File: src/hw/starter_consts.vh
`ifndef STARTER_CONSTS_VH
`define STARTER_CONSTS_VH
// Register byte offsets
`define OFS_CTRL 8'h00
`define OFS_CMD 8'h04
`define OFS_STATUS 8'h08
`define OFS_IRQ_STAT 8'h0C
`define OFS_IRQ_MASK 8'h10
// Control register fields
`define CTRL_LEVEL_BIT 0
`define CTRL_PROF_LSB 4
`define CTRL_PROF_MSB 7
`define CTRL_SIZE_LSB 8
`define CTRL_SIZE_MSB 10
// Command register fields
`define CMD_START_STOP_BIT 0
`define CMD_EN_SET_BIT 1
`define CMD_OPERATION_ENABLE_BIT_BIT 2
`define CMD_CTL_BIT 3
// Reset values
`define CTRL_RESET 32'h0000_00B0
`define PROFILE_DEFAULT 4'hB
// Status fields
`define STAT_STATE_LSB 0
`define STAT_RUN_BIT 8
`define STAT_OP_EN_BIT 9
`define STAT_OVL_BIT 10
// Interrupt bits
`define IRQ_STATE_BIT 0
`define IRQ_OVL_BIT 1
`endif

File: src/hw/starter_control_source_fsm.v
// Summary of operation
// - Level 0 takes commands from local terminals
// - Level 1 takes commands from bus
// - Local start terminal acts as enable-set
// - Local small frames auto-enter operation
// - Local large frames use enable terminal
// - Local start terminal switching drives operation
// - Active overload forces operation enable low
// - Bus contactor profiles auto-enter operation
// - Contactor profiles follow start/stop bit changes
// - Short profiles follow enable-set bit changes
// - Long profiles follow control word bits
// - Highest priority transition wins
// - State reported, conditions from command bits
// - Both sides agree on profile selection
// - Profile eleven selected after reset
// - Overload function only in automatic position
//
// Chosen here: the AXI4-Lite slave port and the placing of the registers.
`timescale 1ns/1ps
`include "starter_consts.vh"
module starter_control_source_fsm (
   // Clock and reset
   input wire ref_clk,
   input wire reset_n,
   // AXI4-Lite write address
   input wire [7:0] s_axi_awaddr,
   input wire s_axi_awvalid,
   output wire s_axi_awready,
   // AXI4-Lite write data
   input wire [31:0] s_axi_wdata,
   input wire [3:0] s_axi_wstrb,
   input wire s_axi_wvalid,
   output wire s_axi_wready,
   // AXI4-Lite write response
   output wire [1:0] s_axi_bresp,
   output wire s_axi_bvalid,
   input wire s_axi_bready,
   // AXI4-Lite read address
   input wire [7:0] s_axi_araddr,
   input wire s_axi_arvalid,
   output wire s_axi_arready,
   // AXI4-Lite read data
   output wire [31:0] s_axi_rdata,
   output wire [1:0] s_axi_rresp,
   output wire s_axi_rvalid,
   input wire s_axi_rready,
   // Local control terminals
   input wire start_terminal,
   input wire enable_terminal,
   // Selector switch and overload sensing
   input wire [1:0] selector_pos,
   input wire overload_present,
   // Drive outputs
   output wire motor_run,
   output wire irq
);
   // Limitations of this block:
   // - The cyclic byte layouts of the field bus are not modelled; the
   //   controller writes the command bits straight into a register.
   // - Transitions are taken on levels, not on edges; a bit that is
   //   switched and switched back within one clock is not seen.
   // - All command inputs are taken as already synchronous to ref_clk.

   // Device states, one-hot; a single bit per state keeps the status
   // field readable by the controller without any decoding
   localparam [3:0] ST_INHIBIT = 4'h1; // Switch-on inhibited
   localparam [3:0] ST_READY = 4'h2; // Ready, waiting for enable-set
   localparam [3:0] pre_operation_state = 4'h4; // Armed, waiting for operation enable
   localparam [3:0] operation_state = 4'h8; // Motor commanded to run
   // Selector automatic position code; the other codes are the manual
   // on and off positions, where overload supervision is switched off
   localparam [1:0] SEL_AUTO = 2'h1;

   // Profile class helpers
   // Contactor-style profiles use only the start/stop bit
   function is_contactor;
      input [3:0] p;
      begin
         is_contactor = (p >= 4'h1) && (p <= 4'h3);
      end
   endfunction
   // Long profiles carry a full control word with the control bit
   function is_long;
      input [3:0] p;
      begin
         is_long = ((p >= 4'h7) && (p <= 4'h9)) || (p == 4'hB);
      end
   endfunction

   // Registers
   reg [31:0] ctrl_ff; // Level, profile, frame size
   reg [3:0] cmd_ff; // Command bits from bus
   reg [1:0] irq_stat_ff; // Sticky events
   reg [1:0] irq_mask_ff; // Interrupt enables
   reg [3:0] state_ff; // Device state
   reg [3:0] nxt_state;
   reg run_ff; // Motor running in operation
   reg nxt_run;
   reg ovl_prev_ff; // Overload level one cycle ago, for onset events
   // Bus handshake state
   reg aw_got_ff; // Write address held
   reg w_got_ff; // Write data held
   reg bvalid_ff; // Write response pending
   reg rvalid_ff; // Read data pending
   reg [7:0] awaddr_ff; // Latched write address
   reg [31:0] wdata_ff; // Latched write data
   reg [31:0] rdata_ff; // Read data, held until taken
   reg [3:0] wstrb_ff; // Latched byte lanes
   reg bresp_err_ff; // Write hit an unmapped word
   reg rresp_err_ff; // Read hit an unmapped word

   // Decoded configuration
   // Level 0 is local terminals, level 1 is the bus
   wire bus_mode = ctrl_ff[`CTRL_LEVEL_BIT];
   wire [3:0] profile = ctrl_ff[`CTRL_PROF_MSB:`CTRL_PROF_LSB];
   wire [2:0] frame_size = ctrl_ff[`CTRL_SIZE_MSB:`CTRL_SIZE_LSB];
   // Frame sizes 1 and 2 have no enable terminal; 0 is treated alike
   wire small_frame = (frame_size <= 3'h2);
   // Overload function only when selector in automatic
   wire ovl_active = (selector_pos == SEL_AUTO) && overload_present;

   // Effective command bits by source; each branch sets all three so
   // that no latch is inferred whatever the profile code holds
   reg en_set; // Enable-set, from terminal or bus
   reg operation_enable_bit; // Operation enable before overload override
   reg ctl_ok; // Controller has control
   always @* begin
      // Local terminals
      if (!bus_mode) begin
         en_set = start_terminal;
         operation_enable_bit = small_frame ? 1'b1 : enable_terminal;
         ctl_ok = 1'b1;
      // Contactor-style bus profiles
      end else if (is_contactor(profile)) begin
         en_set = cmd_ff[`CMD_START_STOP_BIT];
         operation_enable_bit = 1'b1;
         ctl_ok = 1'b1;
      // Long bus profiles; full control word
      end else if (is_long(profile)) begin
         en_set = cmd_ff[`CMD_EN_SET_BIT];
         operation_enable_bit = cmd_ff[`CMD_OPERATION_ENABLE_BIT_BIT];
         ctl_ok = cmd_ff[`CMD_CTL_BIT];
      // Short bus profiles, and unused codes treated as short
      end else begin
         en_set = cmd_ff[`CMD_EN_SET_BIT];
         operation_enable_bit = 1'b1;
         ctl_ok = 1'b1;
      end
   end
   // Overload overrides operation enable in every profile
   wire operation_enable_bit_eff = operation_enable_bit && !ovl_active;

   // Transition logic; checks ordered by priority, highest first.
   // Run output follows entry to and exit from the operation state, so
   // it never glitches between two states that both leave it low.
   always @* begin
      nxt_state = state_ff;
      nxt_run = run_ff;
      case (state_ff)
         ST_INHIBIT: begin
            // Wait for start released before arming
            if (ctl_ok && !en_set) nxt_state = ST_READY;
         end
         ST_READY: begin
            if (!ctl_ok) nxt_state = ST_INHIBIT;
            else if (en_set) nxt_state = pre_operation_state;
         end
         pre_operation_state: begin
            // Losing control or enable-set drops back before arming
            if (!ctl_ok || !en_set) nxt_state = ST_READY;
            else if (operation_enable_bit_eff) begin
               nxt_state = operation_state;
               nxt_run = 1'b1;
            end
         end
         operation_state: begin
            // Stop conditions outrank everything else
            if (!ctl_ok) begin
               nxt_state = ST_INHIBIT;
               nxt_run = 1'b0;
            end else if (!operation_enable_bit_eff) begin
               nxt_state = pre_operation_state;
               nxt_run = 1'b0;
            end else if (!en_set) begin
               nxt_state = ST_READY;
               nxt_run = 1'b0;
            end
         end
         // Illegal code; recover to the safest state
         default: begin
            nxt_state = ST_INHIBIT;
            nxt_run = 1'b0;
         end
      endcase
   end

   // State register; reset leaves the motor stopped and inhibited
   // Overload history resets low, matching the idle sensor level, so
   // no false onset event follows reset
   always @(posedge ref_clk or negedge reset_n) begin
      if (!reset_n) begin
         state_ff <= ST_INHIBIT;
         run_ff <= 1'b0;
         ovl_prev_ff <= 1'b0;
      end else begin
         state_ff <= nxt_state;
         run_ff <= nxt_run;
         ovl_prev_ff <= ovl_active;
      end
   end

   // Events for the interrupt block
   // State change is flagged in the cycle before the new state shows
   wire ev_state = (nxt_state != state_ff);
   // Overload onset only; a standing overload raises no further event
   wire ev_ovl = ovl_active && !ovl_prev_ff;

   // Bus handshake; one write and one read at a time.
   // Ready is combinational from flops only, never from valid, so the
   // master sees no loop through this block.
   assign s_axi_awready = !aw_got_ff && !bvalid_ff;
   assign s_axi_wready = !w_got_ff && !bvalid_ff;
   assign s_axi_arready = !rvalid_ff;
   assign s_axi_bvalid = bvalid_ff;
   assign s_axi_rvalid = rvalid_ff;
   assign s_axi_bresp = bresp_err_ff ? 2'h2 : 2'h0;
   assign s_axi_rresp = rresp_err_ff ? 2'h2 : 2'h0;
   assign s_axi_rdata = rdata_ff;
   // Both halves held and no response pending
   wire do_write = aw_got_ff && w_got_ff && !bvalid_ff;
   // Word address of the pending write; low bits ignored
   wire [7:0] wr_word = awaddr_ff & 8'hFC;
   // Write-one-to-clear request, only with the low byte lane enabled
   wire [1:0] irq_clr = (do_write && (wr_word == `OFS_IRQ_STAT) && wstrb_ff[0]) ? wdata_ff[1:0] : 2'h0;

   // Byte-lane merge; lanes without strobe keep their old value
   function [31:0] merge;
      input [31:0] old;
      input [31:0] d;
      input [3:0] s;
      integer i;
      begin
         merge = old;
         for (i = 0; i < 4; i = i + 1)
            if (s[i]) merge[i*8 +: 8] = d[i*8 +: 8];
      end
   endfunction

   // Write channel and register updates.
   // Address and data may arrive in either order; the register is
   // written one cycle after the later of the two is taken.
   always @(posedge ref_clk or negedge reset_n) begin
      if (!reset_n) begin
         aw_got_ff <= 1'b0;
         w_got_ff <= 1'b0;
         bvalid_ff <= 1'b0;
         bresp_err_ff <= 1'b0;
         awaddr_ff <= 8'h00;
         wdata_ff <= 32'h0000_0000;
         wstrb_ff <= 4'h0;
         ctrl_ff <= `CTRL_RESET;
         cmd_ff <= 4'h0;
         irq_mask_ff <= 2'h0;
         irq_stat_ff <= 2'h0;
      end else begin
         if (s_axi_awvalid && s_axi_awready) begin
            aw_got_ff <= 1'b1;
            awaddr_ff <= s_axi_awaddr;
         end
         if (s_axi_wvalid && s_axi_wready) begin
            w_got_ff <= 1'b1;
            wdata_ff <= s_axi_wdata;
            wstrb_ff <= s_axi_wstrb;
         end
         // Response taken; free both channels for the next write
         if (s_axi_bvalid && s_axi_bready) bvalid_ff <= 1'b0;
         if (do_write) begin
            aw_got_ff <= 1'b0;
            w_got_ff <= 1'b0;
            bvalid_ff <= 1'b1;
            bresp_err_ff <= 1'b0;
            case (wr_word)
               // Unused control bits always read back as zero
               `OFS_CTRL: ctrl_ff <= merge(ctrl_ff, wdata_ff, wstrb_ff) & 32'h0000_07F1;
               `OFS_CMD: if (wstrb_ff[0]) cmd_ff <= wdata_ff[3:0];
               `OFS_IRQ_MASK: if (wstrb_ff[0]) irq_mask_ff <= wdata_ff[1:0];
               // Clear is applied below through irq_clr
               `OFS_IRQ_STAT: ;
               // Status is read-only; writes are accepted and ignored
               `OFS_STATUS: ;
               default: bresp_err_ff <= 1'b1;
            endcase
         end
         // Sticky events; set wins over a write-one clear in one cycle
         irq_stat_ff <= (irq_stat_ff & ~irq_clr) | {ev_ovl, ev_state};
      end
   end

   // Read channel; one cycle to answer.
   // Data is captured when the address is taken, so a state change
   // while rvalid waits for rready does not alter the answer.
   always @(posedge ref_clk or negedge reset_n) begin
      if (!reset_n) begin
         rvalid_ff <= 1'b0;
         rresp_err_ff <= 1'b0;
         rdata_ff <= 32'h0000_0000;
      end else if (s_axi_arvalid && s_axi_arready) begin
         rvalid_ff <= 1'b1;
         rresp_err_ff <= 1'b0;
         case (s_axi_araddr & 8'hFC)
            `OFS_CTRL: rdata_ff <= ctrl_ff;
            `OFS_CMD: rdata_ff <= {28'h0, cmd_ff};
            // Current state is reported back to the controller
            `OFS_STATUS: rdata_ff <= {21'h0, ovl_active, operation_enable_bit_eff, run_ff, 4'h0, state_ff};
            `OFS_IRQ_STAT: rdata_ff <= {30'h0, irq_stat_ff};
            `OFS_IRQ_MASK: rdata_ff <= {30'h0, irq_mask_ff};
            // Unmapped word reads zero with an error response
            default: begin
               rdata_ff <= 32'h0000_0000;
               rresp_err_ff <= 1'b1;
            end
         endcase
      end else if (rvalid_ff && s_axi_rready) begin
         rvalid_ff <= 1'b0;
      end
   end

   // Outputs
   // Run comes straight from a flop, so it is glitch-free
   assign motor_run = run_ff;
   // Level interrupt; stays high while any unmasked event is pending
   assign irq = |(irq_stat_ff & irq_mask_ff);
endmodule // starter_control_source_fsm

File: config.mk
export PLATFORM = sky130hd
export DESIGN_NAME = starter_control_source_fsm
export DESIGN_NICKNAME = d
export VERILOG_FILES = /design/src/hw/starter_control_source_fsm.v
export VERILOG_INCLUDE_DIRS = /design/src /design/src/hw
export SDC_FILE = /design/constraint.sdc
export NUM_CORES = 1
export LEC_CHECK = 0
export BUFFER_PORTS_ARGS = -buffer_cell sky130_fd_sc_hd__buf_2
export CORE_MARGIN = 2
export CORE_UTILIZATION = 30
export DETAILED_ROUTE_END_ITERATION = 8
export PLACE_DENSITY_LB_ADDON = 0.3
export SKIP_LAST_GASP = 1
export SLEW_MARGIN = 20
export SYNTH_ARGS = -nofsm -noshare
export SYNTH_HDL_FRONTEND = slang
export SYNTH_SLANG_ARGS = --single-unit
File: constraint.sdc
create_clock -name ref_clk -period 1.9 [get_ports ref_clk]
set_input_delay 0.19 -clock ref_clk [delete_from_list [all_inputs] [get_ports ref_clk]]
set_output_delay 0.19 -clock ref_clk [all_outputs]
set_load 0.05 [all_outputs]
After elaboration in Yosys (flattened, before gate mapping)
Cells that the tools add are included.
Storage, ports and cells
  output and inout bits: 43
  input bits: 64
  flip-flop bits (word level): 81
  logic and storage cells: 126
Cells by class
  reductions and logical operators: 42
  bitwise gates (word level): 5
  eq/ne operators: 18
  multiplexer cells: 38
  magnitude comparators: 5
Operator list (number)
  11-bit case mux with 5 select lines: 1
  4-bit 2-to-1 mux: 8
  6-bit by 2-bit == test with 1-bit output (second input constant): 4
  1-bit 2-to-1 mux: 24
  1-bit logical AND: 17
  8-bit zero test: 2
  4-bit case mux with 4 select lines: 1
  6-bit by 1-bit == test with 1-bit output (second input constant): 2
  6-bit by 3-bit == test with 1-bit output (second input constant): 2
  3-bit AND reduction: 4
  5-bit OR reduction: 2
  4-bit == test (second input constant): 2
  1-bit zero test: 8
  2-bit nonzero test: 4
  2-bit 2-to-1 mux: 3
  2-bit bitwise AND: 2
  4-bit by 1-bit == test with 1-bit output (second input constant): 1
  4-bit by 2-bit == test with 1-bit output (second input constant): 1
  4-bit by 3-bit == test with 1-bit output (second input constant): 1
  4-bit by 1-bit greater-or-equal comparator with 1-bit output (second input constant): 1
  4-bit by 3-bit greater-or-equal comparator with 1-bit output (second input constant): 1
  4-bit by 2-bit <= comparator with 1-bit output (second input constant): 1
  4-bit <= comparator (second input constant): 1
  2-bit inequality test (second input constant): 2
  11 further kinds: 13

Logic depth before layout (Yosys ltp)
  depth in word-level cells: 12
  gate-level depth with buffers: 8
  mapped depth without buffers: 6

Worst setup path after synthesis
Ideal clock, no wire load.
  path type: register -> register
  start point: register bvalid_ff, in the netlist s_axi_bvalid
  end point: register awaddr_ff[2]
  library setup time: 125 ps
  required time: 1775 ps
  setup slack: -381 ps
  period minus slack after synthesis: 2281 ps
  stages on the path, launching flop included: 5
  data arrival time: 2157 ps
  path buffers: 1
  cell sequence: dfrtp_1 > nor2_1 > and2_1 > clkbuf_1 > mux2_2
On the way
  word-level cells in the longest chain between the ends: 3
RTL lines
  start: declaration: line starter_control_source_fsm.v:104  | reg bvalid_ff;
  start signal: assignment: line starter_control_source_fsm.v:257  | bvalid_ff <= 1'b0;
  start signal: assignment: line starter_control_source_fsm.v:277  | if (s_axi_bvalid && s_axi_bready) bvalid_ff <= 1'b0;
  start signal: assignment: line starter_control_source_fsm.v:281  | bvalid_ff <= 1'b1;
  1-bit zero test: line starter_control_source_fsm.v:222  | assign s_axi_awready = !aw_got_ff && !bvalid_ff;
  1-bit logical AND: line starter_control_source_fsm.v:222
  via s_axi_awready: line starter_control_source_fsm.v:29  | output wire s_axi_awready,
  1-bit logical AND: line starter_control_source_fsm.v:267  | if (s_axi_awvalid && s_axi_awready) begin
  end signal: assignment: line starter_control_source_fsm.v:269  | awaddr_ff <= s_axi_awaddr;
  end: declaration: line starter_control_source_fsm.v:106  | reg [7:0] awaddr_ff;
The timed path passes the listed nets, and every way through them passes these cells.
A chain may end at the register's enable or synchronous reset.

Final worst setup path
  start point: register ctrl_ff[4]
  end point: register irq_stat_ff[0]
On the way
  word-level cells in the longest chain between the ends: 12
  elaborated cells on any way between the ends: 32
  classes of those cells: order compare (4); eq/ne (2); mux (17); bitwise (1); reduce/logical (8)
RTL lines
  start: declaration: line starter_control_source_fsm.v:92  | reg [31:0] ctrl_ff;
  start signal: assignment: line starter_control_source_fsm.v:262  | ctrl_ff <= `CTRL_RESET;
  start signal: assignment: line starter_control_source_fsm.v:285  | `OFS_CTRL: ctrl_ff <= merge(ctrl_ff, wdata_ff, wstrb_ff) & 32'h0000_07F1;
  4-bit by 3-bit greater-or-equal comparator with 1-bit output or 4-bit <= comparator (tied branches): line starter_control_source_fsm.v:87  | is_long = ((p >= 4'h7) && (p <= 4'h9)) || (p == 4'hB);
  1-bit logical AND: line starter_control_source_fsm.v:87
  1-bit logical OR: line starter_control_source_fsm.v:87
  1-bit 2-to-1 mux: line starter_control_source_fsm.v:140  | end else if (is_long(profile)) begin
  1-bit 2-to-1 mux: line starter_control_source_fsm.v:135  | end else if (is_contactor(profile)) begin
  1-bit 2-to-1 mux: line starter_control_source_fsm.v:130  | if (!bus_mode) begin
  1-bit logical AND or 1-bit zero test (tied branches)
  4-bit 2-to-1 mux (tied with other cells): line starter_control_source_fsm.v:182  | end else if (!operation_enable_bit_eff) begin
  4-bit 2-to-1 mux, on equally long branches: line starter_control_source_fsm.v:179, starter_control_source_fsm.v:171
  4-bit case mux with 4 select lines (*): line starter_control_source_fsm.v:160  | case (state_ff)
  4-bit inequality test (*): line starter_control_source_fsm.v:215  | wire ev_state = (nxt_state != state_ff);
  2-bit OR (*): line starter_control_source_fsm.v:296  | irq_stat_ff <= (irq_stat_ff & ~irq_clr) | {ev_ovl, ev_state};
  end signal: assignment: line starter_control_source_fsm.v:296
  end: declaration: line starter_control_source_fsm.v:94  | reg [1:0] irq_stat_ff;
Every way passes the cells marked *; elsewhere a longest branch is shown, timed or not.

==> impl_metrics.py <==
metrics = {
    "status": {
        "status": "finished with violations",
        "violations": "negative setup slack",
    },
    "critical_path": {
        "cp_max_fo": 8,
        "cp-end-kind": "flip-flop",
        "required_ns": 2.14,
        "cp_slowest_stage_delay_ns": 0.55,
        "crit_type": "reg -> reg",
        "cp-start-kind": "flip-flop",
        "slowest_stage": "dfstp_2",
        "critical-path-top-delay-family": "compound AO/OA/AOI/OAI gates",
        "cp.arrival_ns": 2.20,
        "crit_chain": "nor2_2 -> or4b_4 -> o211ai_4 -> buf_6 -> a31oi_1 -> o2111a_1 -> o2111ai_1",
        "cp_num_buf_inv": 1,
    },
    "yosys": {
        "yosysUniqueCellTypes": 52,
        "synthCells": 275,
        "synth_ff_type": "dfrtp_1",
        "synth-seq-cells": 58,
        "ys_seq_area_frac": 0.476,
        "synth_edf_count": 0,
        "syn_area_sq_um": 3060,
        "async_flop_share": 1.00,
        "avgSynthCellArea_sq_um": 11.1,
        "yosysWarningCount": 0,
    },
    "grt": {
        "grt_antenna_before_repair": 0,
        "grt-ovfl-total": 0,
        "gr-usage-all-layers": 0.130,
        "grt_use_met1": 0.180,
        "grt_util_met3": 0.0393,
        "grt_max_degree": 41,
        "grt_pass1_wl_um": 11200,
        "busiest_layer": "met2",
        "met2_usage": 0.187,
        "grt_pass1_vias": 2199,
    },
    "cts": {
        "numCtsBuffers": 9,
        "tritoncts": "yes",
        "cts.sinks": 58,
        "insertion_delay_ns": 0.33,
        "clk_pin_slew_ns": 0.06,
        "htree_levels": 3,
        "root_buffer": "clkbuf_8",
        "clockBufferDepth": 2,
    },
    "route": {
        "wl_per_cell_um": 13.9,
        "drc": 0,
        "ant_nets": 0,
        "vias": 2296,
        "dr.first_iter.drc_count": 115,
        "wl_um": 6850,
        "dr.pass1.iters": 4,
        "vias_per_cell": 4.67,
    },
    "placement": {
        "routabilityCongestion": 0.850,
        "portBuffers": 56,
        "postPlaceCellArea_sq_um": 3490,
        "hpwl_um": 4930,
    },
    "final_layout": {
        "diodes": 0,
        "final_common_cell": "buf_2",
        "layout-drive-gt1-share": 0.443,
        "area_growth_pct": 24.2,
        "final_design_area_no_fill_sq_um": 3800,
        "fin_util": 0.387,
        "nets": 418,
        "layout_common_cells": "buf_2 (56), dfrtp_1 (51), mux2_2 (32)",
    },
    "floorplan": {
        "rows": 36,
        "core_sq_um": 9820,
        "die_area_sq_um": 11000,
        "io_pins": 107,
        "die_w_um": 105,
        "die_h_um": 105,
        "start_util": 0.311,
    },
    "power": {
        "peakVddDrop_mv": 1.02,
        "power_density_nw_per_um2": 1350,
        "finalPower_mw": 5.12,
        "p_leak_nw": 1.77,
    },
    "sta": {
        "timing.final.crit_share": 1.03,
        "fmax_mhz": 510,
        "clock_skew_ns": 0.00348,
        "hold_viol": 0,
        "setup_viol": 3,
        "setup_slack_ns": -0.0606,
        "finalSetupTns_ns": -0.0846,
        "fin_crit_ns": 1.96,
        "maxSlewViolCount": 0,
        "rsz0062_at_grt": "yes",
    },
    "run": {
        "maxCapViolations": 0,
    },
    "min_path": {
        "hold_class": "in -> reg",
    },
}
stage by stage:
step           setup WS (ns)  instances  hold slack, ns
2_1_floorplan        -0.0142        297          -0.106
3_3_place_gp         -0.0380        468           0.135
3_5_place_dp         -0.0637        468           0.137
4_1_cts              -0.0488        485          0.0281
5_1_grt               -0.139        492          0.0407
6_report             -0.0606        492          0.0441
per-layer routing:
metal | routed length (um) | vias to the layer above | part of all wire
li1 | - | 1106 | -
met5 | 0 | - | 0
met2 | 3070 | 89 | 0.45
met3 | 430 | 4 | 0.063
met4 | 63 | 0 | 0.0092
met1 | 3280 | 1097 | 0.48
kinds of logic (layout without fill, tap and decap cells):
family                    after synthesis  count (layout)  synth area share
other                                   1              23           0.00123
muxes                                  40              40             0.150
buffers and inverters                  43             105            0.0945
and+or+nand+nor                        75              75             0.138
DFF                                    58              58             0.476
AOI/OAI and AO/OA                      56              56             0.134
xor gates and xnor gates                2               2           0.00573
power by group:
part | leakage [nW] | internal (mW) | switching, mW
sequential | 0.723 | 1.67 | 0.390
combinational | 0.952 | 0.879 | 1.04
clock | 0.101 | 0.677 | 0.462
Yosys cell counts, types with 3 or more instances:
cell type | n | area (sq um)
mux2i_1 | 6 | 60.1
or2_2 | 4 | 25.0
a21oi_1 | 5 | 25.0
o21ai_0 | 18 | 90.1
a31oi_1 | 6 | 37.5
buf_6 | 3 | 33.8
dfstp_2 | 4 | 105
inv_1 | 5 | 18.8
dfrtp_1 | 54 | 1350
nand3b_1 | 3 | 22.5
nor3_1 | 6 | 30.0
mux2_2 | 33 | 372
nor2b_1 | 9 | 56.3
a22o_1 | 5 | 43.8
buf_4 | 26 | 195
o21a_1 | 3 | 22.5
o31ai_1 | 4 | 30.0
nor2_1 | 15 | 56.3
clkbuf_1 | 6 | 22.5
nand2_1 | 19 | 71.3
path summary, 6_finish.rpt:
check,cells past startpoint,end,slack [ns],from
setup / recovery,7,irq_stat_ff[0],-0.06,ctrl_ff[4]
hold / removal,2,s_axi_rvalid,0.04,s_axi_rready
setup reg to reg,7,irq_stat_ff[0],-0.06,ctrl_ff[4]
hold reg to reg,1,irq_stat_ff[1],0.45,ovl_prev_ff
max in group asynchronous,4,irq_mask_ff[0],0.90,reset_n
min in group asynchronous,2,wdata_ff[4],0.31,reset_n
sequential cells by signal, summed over array words and instances (netlist names):
signal and count:
awaddr_ff 6, w_got_ff 1, s_axi_rdata 11, aw_got_ff 1, ovl_prev_ff 1, rresp_err_ff 1
wdata_ff 11, wstrb_ff 2, irq_mask_ff 2, s_axi_bvalid 1, ctrl_ff 8, s_axi_rvalid 1
state_ff 4, bresp_err_ff 1, irq_stat_ff 2, cmd_ff 4, motor_run 1
what timing repair did:
action	CTS	global route
hold buffers	1	0
pin swaps	5	8
endpoints found under the setup margin	3	7
hold endpoints to repair	13	0
gates cloned	0	1
gates resized for setup	5	9
setup buffers	0	6
layout make-up:
class	instances	area, sq um
Clock buffer	14	163
Tap cell	133	166
Sequential cell	58	1460
Timing Repair Buffer	83	505
Inverter	6	28.8
Fill cell	1011	6020
Multi-Input combinational cell	196	1440
Clock inverter	2	35.0
(Power assumes the default switching activity.)
